[src/hwi_pkg.sv]
// Constants and types for the hold, wake-up and interrupt control block
//==============================================================
package hwi_pkg;
  //==============================================================
  // Source bit positions in event and mask registers
  localparam int unsigned HWI_BIT_DIV0 = 0;
  localparam int unsigned HWI_BIT_TMR0 = 1;
  localparam int unsigned HWI_BIT_PORT = 2;
  localparam int unsigned HWI_BIT_DIV1 = 4;
  localparam int unsigned HWI_BIT_TMR1 = 7;
  // Wake cause bit positions
  localparam int unsigned HWI_CAUSE_DIV0 = 0;
  localparam int unsigned HWI_CAUSE_TMR0 = 1;
  localparam int unsigned HWI_CAUSE_PORT = 2;
  localparam int unsigned HWI_CAUSE_DIV1 = 4;
  localparam int unsigned HWI_CAUSE_TMR1 = 5;
  // Implemented bits
  localparam logic [7:0] HWI_SRC_MASK = 8'h97;
  localparam logic [7:0] HWI_CAUSE_MASK = 8'h37;
  //==============================================================
  // Reset values
  localparam logic [7:0] HWI_RST_WAKE_EN = 8'h00;
  localparam logic [7:0] HWI_RST_IRQ_EN = 8'h00;
  localparam logic [3:0] HWI_RST_PIN_EN = 4'h0;
  localparam logic [3:0] HWI_RST_STOP_EN = 4'h0;
  localparam logic [7:0] HWI_RST_EVENT = 8'h00;
  localparam logic [7:0] HWI_RST_CAUSE = 8'h00;
  //==============================================================
  // Vector addresses, bounded by first and last
  localparam logic [12:0] HWI_VEC_FIRST = 13'h0004;
  localparam logic [12:0] HWI_VEC_LAST = 13'h0020;
  localparam logic [12:0] HWI_VEC_DIV0 = 13'h0004;
  localparam logic [12:0] HWI_VEC_TMR0 = 13'h0008;
  localparam logic [12:0] HWI_VEC_PORT = 13'h000c;
  localparam logic [12:0] HWI_VEC_DIV1 = 13'h0010;
  localparam logic [12:0] HWI_VEC_TMR1 = 13'h0014;
  //==============================================================
  // Types
  typedef enum logic [1:0] {HWI_RUN, HWI_HOLD, HWI_SERVICE} hwi_state_e;
  typedef struct packed {
    logic hold_instr;
    logic global_irq_on_instr;
    logic global_irq_off_instr;
    logic return_instr;
    logic wr_wake_enable_mask;
    logic wr_irq_enable_mask;
    logic wr_pin_change_enable;
    logic wr_stop_wake_enable;
    logic event_clear_instr;
    logic irq_accept;
    logic [7:0] data;
  } hwi_cmd_s;
  typedef struct packed {
    logic div0_overflow;
    logic tmr0_underflow;
    logic div1_overflow;
    logic tmr1_underflow;
  } hwi_src_s;
endpackage

[src/hwi_ctrl.sv]
// Hold, wake-up and interrupt control
`timescale 1ns/1ns
module hwi_ctrl (
  input wire logic clk_sys_in,
  input wire logic rst_in,
  input wire hwi_pkg::hwi_cmd_s cmd_in,
  input wire hwi_pkg::hwi_src_s src_in,
  input wire logic [3:0] change_input_port_in,
  output logic hold_out,
  output logic irq_req_out,
  output logic [12:0] irq_vector_out,
  output logic [3:0] wake_cause_low_nibble_out,
  output logic [3:0] wake_cause_high_nibble_out,
  output logic [3:0] stop_wake_enable_out
);
  //==============================================================
  // Registers
  logic [7:0] wake_enable_mask;
  logic [7:0] irq_enable_mask;
  logic [3:0] pin_change_enable;
  logic [7:0] event_pending;
  logic [7:0] wake_cause;
  logic [3:0] port_meta;
  logic [3:0] port_sync;
  logic [3:0] port_prev;
  logic irq_allowed;
  logic [7:0] irq_src;
  hwi_pkg::hwi_state_e state;
  hwi_pkg::hwi_state_e next_state;
  logic [7:0] event_set;
  logic [7:0] release_hit;
  logic [7:0] cause_hit;
  logic [7:0] irq_pend;
  logic [7:0] next_irq_src;
  logic [12:0] next_vector;
  logic [3:0] pin_change;

  //==============================================================
  // Port pin synchroniser and change detect
  always_ff @(posedge clk_sys_in or posedge rst_in) begin
    if (rst_in) begin
      port_meta <= 4'h0;
      port_sync <= 4'h0;
      port_prev <= 4'h0;
    end else begin
      port_meta <= change_input_port_in;
      port_sync <= port_meta;
      port_prev <= port_sync;
    end
  end

  assign pin_change = (port_sync ^ port_prev) & pin_change_enable;

  always_comb begin
    event_set = 8'h00;
    event_set[hwi_pkg::HWI_BIT_DIV0] = src_in.div0_overflow;
    event_set[hwi_pkg::HWI_BIT_TMR0] = src_in.tmr0_underflow;
    event_set[hwi_pkg::HWI_BIT_PORT] = |pin_change;
    event_set[hwi_pkg::HWI_BIT_DIV1] = src_in.div1_overflow;
    event_set[hwi_pkg::HWI_BIT_TMR1] = src_in.tmr1_underflow;
  end

  //==============================================================
  // Write-only masks
  always_ff @(posedge clk_sys_in or posedge rst_in) begin
    if (rst_in) begin
      wake_enable_mask <= hwi_pkg::HWI_RST_WAKE_EN;
      irq_enable_mask <= hwi_pkg::HWI_RST_IRQ_EN;
      pin_change_enable <= hwi_pkg::HWI_RST_PIN_EN;
      stop_wake_enable_out <= hwi_pkg::HWI_RST_STOP_EN;
    end else begin
      if (cmd_in.wr_wake_enable_mask) begin
        wake_enable_mask <= cmd_in.data & hwi_pkg::HWI_SRC_MASK;
      end
      if (cmd_in.wr_irq_enable_mask) begin
        irq_enable_mask <= cmd_in.data & hwi_pkg::HWI_SRC_MASK;
      end
      if (cmd_in.wr_pin_change_enable) begin
        pin_change_enable <= cmd_in.data[3:0];
      end
      if (cmd_in.wr_stop_wake_enable) begin
        stop_wake_enable_out <= cmd_in.data[3:0];
      end
    end
  end

  //==============================================================
  // Event flags; a new event wins over a clear in the same cycle
  always_ff @(posedge clk_sys_in or posedge rst_in) begin
    if (rst_in) begin
      event_pending <= hwi_pkg::HWI_RST_EVENT;
    end else begin
      event_pending <= (event_pending
                        & ~(cmd_in.event_clear_instr ? cmd_in.data : 8'h00)
                        & ~(cmd_in.irq_accept ? irq_src : 8'h00))
                       | event_set;
    end
  end

  //==============================================================
  // Release and wake cause
  assign release_hit = event_pending & wake_enable_mask;

  always_comb begin
    cause_hit = 8'h00;
    cause_hit[hwi_pkg::HWI_CAUSE_DIV0] = release_hit[hwi_pkg::HWI_BIT_DIV0];
    cause_hit[hwi_pkg::HWI_CAUSE_TMR0] = release_hit[hwi_pkg::HWI_BIT_TMR0];
    cause_hit[hwi_pkg::HWI_CAUSE_PORT] = release_hit[hwi_pkg::HWI_BIT_PORT];
    cause_hit[hwi_pkg::HWI_CAUSE_DIV1] = release_hit[hwi_pkg::HWI_BIT_DIV1];
    cause_hit[hwi_pkg::HWI_CAUSE_TMR1] = release_hit[hwi_pkg::HWI_BIT_TMR1];
  end

  always_ff @(posedge clk_sys_in or posedge rst_in) begin
    if (rst_in) begin
      wake_cause <= hwi_pkg::HWI_RST_CAUSE;
    end else if (state == hwi_pkg::HWI_HOLD || cmd_in.hold_instr) begin
      wake_cause <= (wake_cause & cause_hit) | cause_hit;
    end else begin
      wake_cause <= wake_cause & cause_hit;
    end
  end

  always_ff @(posedge clk_sys_in or posedge rst_in) begin
    if (rst_in) begin
      wake_cause_low_nibble_out <= 4'h0;
      wake_cause_high_nibble_out <= 4'h0;
    end else begin
      wake_cause_low_nibble_out <= wake_cause[3:0];
      wake_cause_high_nibble_out <= wake_cause[7:4];
    end
  end

  //==============================================================
  // Interrupt request, lowest bit first
  assign irq_pend = event_pending & irq_enable_mask;

  always_comb begin
    next_irq_src = 8'h00;
    next_vector = hwi_pkg::HWI_VEC_FIRST;
    if (irq_pend[hwi_pkg::HWI_BIT_DIV0]) begin
      next_irq_src[hwi_pkg::HWI_BIT_DIV0] = 1'b1;
      next_vector = hwi_pkg::HWI_VEC_DIV0;
    end else if (irq_pend[hwi_pkg::HWI_BIT_TMR0]) begin
      next_irq_src[hwi_pkg::HWI_BIT_TMR0] = 1'b1;
      next_vector = hwi_pkg::HWI_VEC_TMR0;
    end else if (irq_pend[hwi_pkg::HWI_BIT_PORT]) begin
      next_irq_src[hwi_pkg::HWI_BIT_PORT] = 1'b1;
      next_vector = hwi_pkg::HWI_VEC_PORT;
    end else if (irq_pend[hwi_pkg::HWI_BIT_DIV1]) begin
      next_irq_src[hwi_pkg::HWI_BIT_DIV1] = 1'b1;
      next_vector = hwi_pkg::HWI_VEC_DIV1;
    end else if (irq_pend[hwi_pkg::HWI_BIT_TMR1]) begin
      next_irq_src[hwi_pkg::HWI_BIT_TMR1] = 1'b1;
      next_vector = hwi_pkg::HWI_VEC_TMR1;
    end
  end

  always_ff @(posedge clk_sys_in or posedge rst_in) begin
    if (rst_in) begin
      irq_allowed <= 1'b0;
    end else if (cmd_in.global_irq_off_instr) begin
      irq_allowed <= 1'b0;
    end else if (cmd_in.global_irq_on_instr || cmd_in.wr_irq_enable_mask) begin
      irq_allowed <= 1'b1;
    end else if (cmd_in.irq_accept) begin
      irq_allowed <= 1'b0;
    end
  end

  always_ff @(posedge clk_sys_in or posedge rst_in) begin
    if (rst_in) begin
      irq_req_out <= 1'b0;
      irq_src <= 8'h00;
      irq_vector_out <= hwi_pkg::HWI_VEC_FIRST;
    end else begin
      irq_req_out <= irq_allowed && (|irq_pend) && !cmd_in.irq_accept;
      irq_src <= next_irq_src;
      irq_vector_out <= next_vector;
    end
  end

  //==============================================================
  // Hold state machine
  always_comb begin
    next_state = state;
    case (state)
      hwi_pkg::HWI_RUN: begin
        if (cmd_in.hold_instr && wake_cause == 8'h00 && cause_hit == 8'h00) begin
          next_state = hwi_pkg::HWI_HOLD;
        end
      end
      hwi_pkg::HWI_HOLD: begin
        if (|cause_hit) begin
          next_state = hwi_pkg::HWI_RUN;
        end else if (irq_req_out) begin
          next_state = hwi_pkg::HWI_SERVICE;
        end
      end
      hwi_pkg::HWI_SERVICE: begin
        if (cmd_in.return_instr) begin
          next_state = (|wake_cause) ? hwi_pkg::HWI_RUN : hwi_pkg::HWI_HOLD;
        end
      end
      default: begin
        next_state = hwi_pkg::HWI_RUN;
      end
    endcase
  end

  always_ff @(posedge clk_sys_in or posedge rst_in) begin
    if (rst_in) begin
      state <= hwi_pkg::HWI_RUN;
      hold_out <= 1'b0;
    end else begin
      state <= next_state;
      hold_out <= (next_state == hwi_pkg::HWI_HOLD);
    end
  end

  //==============================================================
  // Checks
  hold_enter_a: assert property (@(posedge clk_sys_in) disable iff (rst_in)
    (state == hwi_pkg::HWI_RUN && cmd_in.hold_instr && wake_cause == 8'h00
     && cause_hit == 8'h00) |=> hold_out)
    else $error("hold not entered");
  hold_void_a: assert property (@(posedge clk_sys_in) disable iff (rst_in)
    (state == hwi_pkg::HWI_RUN && |wake_cause) |=> !hold_out)
    else $error("hold entered with cause set");
  wake_release_a: assert property (@(posedge clk_sys_in) disable iff (rst_in)
    (state == hwi_pkg::HWI_HOLD && |release_hit) |=> (!hold_out && |wake_cause))
    else $error("release did not wake");
  accept_clear_a: assert property (@(posedge clk_sys_in) disable iff (rst_in)
    (cmd_in.irq_accept && !cmd_in.event_clear_instr && !(|event_set)) |=>
      event_pending == ($past(event_pending) & ~$past(irq_src)))
    else $error("accept cleared wrong bits");
  irq_block_a: assert property (@(posedge clk_sys_in) disable iff (rst_in)
    (cmd_in.irq_accept && !cmd_in.global_irq_on_instr && !cmd_in.wr_irq_enable_mask)
      ##1 (!cmd_in.global_irq_on_instr && !cmd_in.wr_irq_enable_mask) |=> !irq_req_out)
    else $error("interrupt not blocked");
  irq_gate_a: assert property (@(posedge clk_sys_in) disable iff (rst_in)
    irq_req_out |-> $past(|(event_pending & irq_enable_mask)))
    else $error("request without enabled event");
  event_set_a: assert property (@(posedge clk_sys_in) disable iff (rst_in)
    src_in.tmr1_underflow |=> event_pending[hwi_pkg::HWI_BIT_TMR1])
    else $error("event lost");
  cause_clear_a: assert property (@(posedge clk_sys_in) disable iff (rst_in)
    (cmd_in.wr_wake_enable_mask && cmd_in.data == 8'h00 && state != hwi_pkg::HWI_HOLD
     && !cmd_in.hold_instr) |=> ##1 wake_cause == 8'h00)
    else $error("cause not cleared");
  pin_gate_a: assert property (@(posedge clk_sys_in) disable iff (rst_in)
    (pin_change_enable == 4'h0 && $stable(pin_change_enable)
     && !event_pending[hwi_pkg::HWI_BIT_PORT]) |=> !event_pending[hwi_pkg::HWI_BIT_PORT])
    else $error("disabled pin set event");
  isr_return_a: assert property (@(posedge clk_sys_in) disable iff (rst_in)
    (state == hwi_pkg::HWI_SERVICE && cmd_in.return_instr && wake_cause == 8'h00)
      |=> hold_out)
    else $error("no return to hold");
  hold_wake_c: cover property (@(posedge clk_sys_in) disable iff (rst_in)
    hold_out ##[1:50] (!hold_out && |wake_cause));
  hold_isr_c: cover property (@(posedge clk_sys_in) disable iff (rst_in)
    state == hwi_pkg::HWI_SERVICE ##[1:50] hold_out);
  irq_taken_c: cover property (@(posedge clk_sys_in) disable iff (rst_in)
    irq_req_out ##1 cmd_in.irq_accept);
endmodule // hwi_ctrl

[config.mk]
export PLATFORM = sky130hd
export DESIGN_NAME = hwi_ctrl
export DESIGN_NICKNAME = d
export VERILOG_FILES = /design/src/hwi_pkg.sv /design/src/hwi_ctrl.sv
export SDC_FILE = /design/constraint.sdc
export NUM_CORES = 1
export LEC_CHECK = 0
export BUFFER_PORTS_ARGS = -buffer_cell sky130_fd_sc_hd__buf_2
export CORE_MARGIN = 1
export CORE_UTILIZATION = 51
export DETAILED_ROUTE_END_ITERATION = 7
export GPL_ROUTABILITY_DRIVEN = 0
export MAX_ROUTING_LAYER = met4
export PLACE_DENSITY = 0.82
export RECOVER_POWER = 50
export SLEW_MARGIN = 20
export SYNTH_ARGS = -nofsm -noshare
export SYNTH_HDL_FRONTEND = slang
export SYNTH_SLANG_ARGS = --single-unit
[constraint.sdc]
create_clock -name clk_sys_in -period 2.3 [get_ports clk_sys_in]
set_input_delay 0.575 -clock clk_sys_in [delete_from_list [all_inputs] [get_ports clk_sys_in]]
set_output_delay 0.575 -clock clk_sys_in [all_outputs]
set_load 0.05 [all_outputs]
Word level (Yosys, flattened, before mapping)
Cells that the tools add are included.
Widths: inputs -> output; s select.

storage, ports and cells
  register bits = 77
  latch bits = 0
  bits in writable memories = 0
  bits in read-only memories = 0
  input bits = 28
  output and inout bits = 27
  logic and storage cells = 77
  memories = 0

cells by class
  add/sub/neg operators = 0
  multiply operators = 0
  divide/modulo/power cells = 0
  magnitude comparators = 0
  equal/unequal tests = 3
  shift operators = 0
  multiplexer cells = 31
  bitwise gates (word level) = 11
  reductions and logical operators = 15

operators by type and width
  cell                number
  $and 8x8->8         4
  $mux 5              5
  $mux 8              3
  $mux 1              17
  $logic_not 8->1     2
  $not 8->8           2
  $reduce_or 8->1     2
  $mux 2              5
  $and 8x6->8         1
  $or 8x6->8          1
  $or 8x8->8          1
  $pmux 2 s3          1
  $reduce_or 5->1     1
  $and 4x4->4         1
  $eq 2x1->1 const B  2
  $logic_and 1x1->1   4
  $reduce_or 4->1     1
  $xor 4x4->4         1
  $reduce_bool 3->1   1
  $eq 2x2->1 const B  1
  $logic_not 2->1     1
  $logic_or 1x1->1    2
  $logic_not 1->1     1

Logic depth before layout (Yosys ltp)
  word-level depth = 6
  gate-level depth with buffers = 3
  mapped depth without buffers = 3

Least setup slack after synthesis
OpenSTA, ideal clock, no wires.

  kind = input to register
  from = in cmd_in[12] (netlist name)
  to = reg irq_enable_mask[0]
  library setup time = 128 ps
  data arrival time = 1116 ps
  data required time = 2172 ps
  path slack = 1056 ps
  stages = 2
  buffers on the path = 1
  cells stage by stage = clkbuf_1 -> mux2_1

RTL lines
  element                 line            source
  start: declaration      hwi_ctrl.sv:6   input wire hwi_pkg::hwi_cmd_s cmd_in,
  end signal: assignment  hwi_ctrl.sv:68  irq_enable_mask <= hwi_pkg::HWI_RST_IRQ_EN;
  end signal: assignment  hwi_ctrl.sv:76  irq_enable_mask <= cmd_in.data & hwi_pkg::HWI_SRC_MASK;
  end: declaration        hwi_ctrl.sv:19  logic [7:0] irq_enable_mask;

No word-level cell between the ends.

Final worst setup path
  from = reg irq_vector_out[2]
  to = out irq_vector_out[2]

RTL lines
  element                   line             source
  start: declaration        hwi_ctrl.sv:11   output logic [12:0] irq_vector_out,
  start signal: assignment  hwi_ctrl.sv:174  irq_vector_out <= hwi_pkg::HWI_VEC_FIRST;
  start signal: assignment  hwi_ctrl.sv:178  irq_vector_out <= next_vector;

No word-level cell between the ends.

==> metrics.txt <==
status finished clean; vias in the first global route approximately 1300; Filler Cells Inserted 329; family with the most delay on the worst path flip-flops; synthesized flop and latch total 58; vias post-DR about 1300; H-tree levels 3; buffers plus inverters on the worst setup path 1; post-synthesis cell count 148; crit-path max FO 1; Vias/cell roughly 5.2; WS Path Type flip-flop to primary output; worst vdd ir approximately 570 uV; post-route ant nets 0; WL/cell 14.6 um; placed insts 236; hpwl dp ~2600 um; metal3 WL about 230 um; first-pass GRT wire length ~6000 um; area of the multi-input gates a little over 600 um^2; total wire length ~3700 um; die footprint ~0.0044 mm^2; worst reg2reg endpoint state[1]; core area 0.00400 mm^2; final instance area roughly 0.0025 mm^2; gr ovfl total 0; CTS Sinks 58; # Post-CTS Setup Buffers 0; crit-path max cell delay approximately 0.52 ns; fin. max-slew vios 0; post-synthesis cell area ~0.0021 mm^2; Starting DRT DRC Count 97; Synth-to-Final Area Change 17.2%; CP required 1.73 ns; largest net degree at the start of global routing 37; Post-Layout Cell Count 250; Final WS setup between 0.6 and 0.7 ns; Final min period around 1.7 ns; met1 wire length ~1600 um; crit-path cells buf_2; worst reg-to-reg path cell count 3; top layer in use met4; Clk Latency, worst-skew pair 0.33 ns; critical path launch point type flip-flop; # diodes 0; starting density of the core 0.533; pre-CTS setup slack about 0.97 ns; Min-Delay Path Class flip-flop to flip-flop; Slew @ Worst Pin 0.878 ns; final clock skew roughly 0.0064 ns; Internal Power around 1.6 mW; Logic pwr share 0.154; MaxCap Viol Count 0; routed length on met2 ~1800 um; Slew HR 0.414; fmax 599 MHz; row count 23; number of CTS-inserted buffers 9; Post-DP Area between 0.002 and 0.0025 mm^2; FF-to-FF setup slack ~1.1 ns; pwr/cell area between 900 and 1000 mW/mm^2; Clock Root Buffer clkbuf_8; drt pass-1 iters 4; Die Wd about 67 um; YS warnings 0; Seq/Total Area, Yosys 0.681; io pins between 50 and 60; Flop pwr share 0.515; RSZ-0062 raised after global routing no; Resized Gates After CTS 0; setup TNS 0 ns; final period utilization 0.726; switch share 0.283; crit path capture type primary output; Yosys cell types 25; cts hold-fix bufs 0; layout cell share with drive strength beyond 1 0.305; Arrival @ worst endpoint between 1 and 1.5 ns; hold path depth 0; CTS tree built; Final nets 225; Hold EP port_sync[1]; Critical path origin irq_vector_out[2]; source of the worst register-to-register timing path event_pending[1]; Pleak about 1.2 nW; initial antenna violation count 0; critical path's slowest cell dfstp_2; Die Span Y 66.7 um; Sequential Area about 0.0015 mm^2; Worst-path clk slew about 0.060 ns; total power between 2 and 2.5 mW; Port Buf Inserts 39; total global-route track usage 0.204; P_sw between 600 and 700 uW; Final Setup Violations 0; Final Hold Vio Count 0; hold_ws ~0.35 ns; Mean Syn Cell Area roughly 14 um^2; Util after Layout 0.625; clock power share 0.330; DRC viols 0; Max Root-Sink Buffers 2; hold wc startpoint port_meta[1]
worst max path at each step:
stage | end | cells past startpoint | slack, ns
detailed placement | irq_vector_out[2] | 1 | 0.97
global route | irq_vector_out[2] | 1 | 0.61
global placement | irq_vector_out[2] | 1 | 0.98
finish | irq_vector_out[2] | 1 | 0.63
floorplan | event_pending[0] | 1 | 0.30
CTS | irq_vector_out[2] | 1 | 0.61
cell families after synthesis:
logic type | share of synthesized area
compound gates | 0.100
xor+xnor | 0.0164
buf+inv | 0.0528
flops | 0.681
mux | 0.0950
other cells | 0.00176
simple gates | 0.0528
power by group through the flow:
| stage | Sequential [mW] | Combinational (mW) | Clock, mW |
|---|---|---|---|
| after floorplan | 1.27 | 0.182 | 0 |
| after global placement | 1.18 | 0.348 | 0 |
| after detailed placement | 1.19 | 0.354 | 0 |
| after CTS | 1.17 | 0.356 | 0.770 |
| after global routing | 1.18 | 0.380 | 0.817 |
| final | 1.17 | 0.350 | 0.751 |
synthesized netlist by cell type, drive strengths merged:
cell	instances	share of area
o21ai	2	0.0047
xor2	4	0.016
nand2	8	0.014
nand4	1	0.0029
a41oi	2	0.0082
o32ai	1	0.0041
mux2	18	0.095
conb	1	0.0018
o311a	5	0.023
a22oi	8	0.028
dfstp	1	0.012
a222oi	2	0.0094
a21o	5	0.018
nor3b	1	0.0035
nor4	1	0.0059
inv	3	0.0053
clkbuf	1	0.0018
nand3	3	0.0070
nor2b	1	0.0041
dfrtp	57	0.67
nand2b	1	0.0029
nor2	7	0.012
buf	13	0.046
a21oi	2	0.0047
placed cells by master, fill, tap and decap left out, types with 5 or more instances in the layout:
cell / netlist / routed
a21o_1: 5 / 5
a22oi_1: 8 / 8
buf_2: 0 / 34
clkbuf_1: 1 / 9
clkbuf_8: 0 / 10
conb_1: 1 / 13
dfrtp_1: 57 / 57
mux2_1: 5 / 5
mux2_2: 13 / 13
nand2_1: 8 / 8
nor2_1: 7 / 7
o311a_1: 5 / 5
cell type report:
class                      instances  share of cell area
sequential                        58               0.581
multi-input combinational         85               0.245
timing repair buffer              40              0.0835
clock buffer                      14              0.0610
tap                               50              0.0250
inverter                           3             0.00450
state kept, by name (all words and copies together) (netlist names), 3 cells and up:
name,cells
irq_enable_mask,5
port_sync,4
port_prev,4
pin_change_enable,4
event_pending,5
irq_src,5
stop_wake_enable_out,4
wake_enable_mask,5
wake_cause,5
port_meta,4
irq_vector_out,3
wake_cause_low_nibble_out,3
layer usage:
layer / global-route usage / up-vias
li1: - / 603
met4: 0.114 / 0
met3: 0.0771 / 7
met1: 0.248 / 655
met2: 0.294 / 45
met5: - / -
Note: power is estimated with default switching activity, not from simulation.
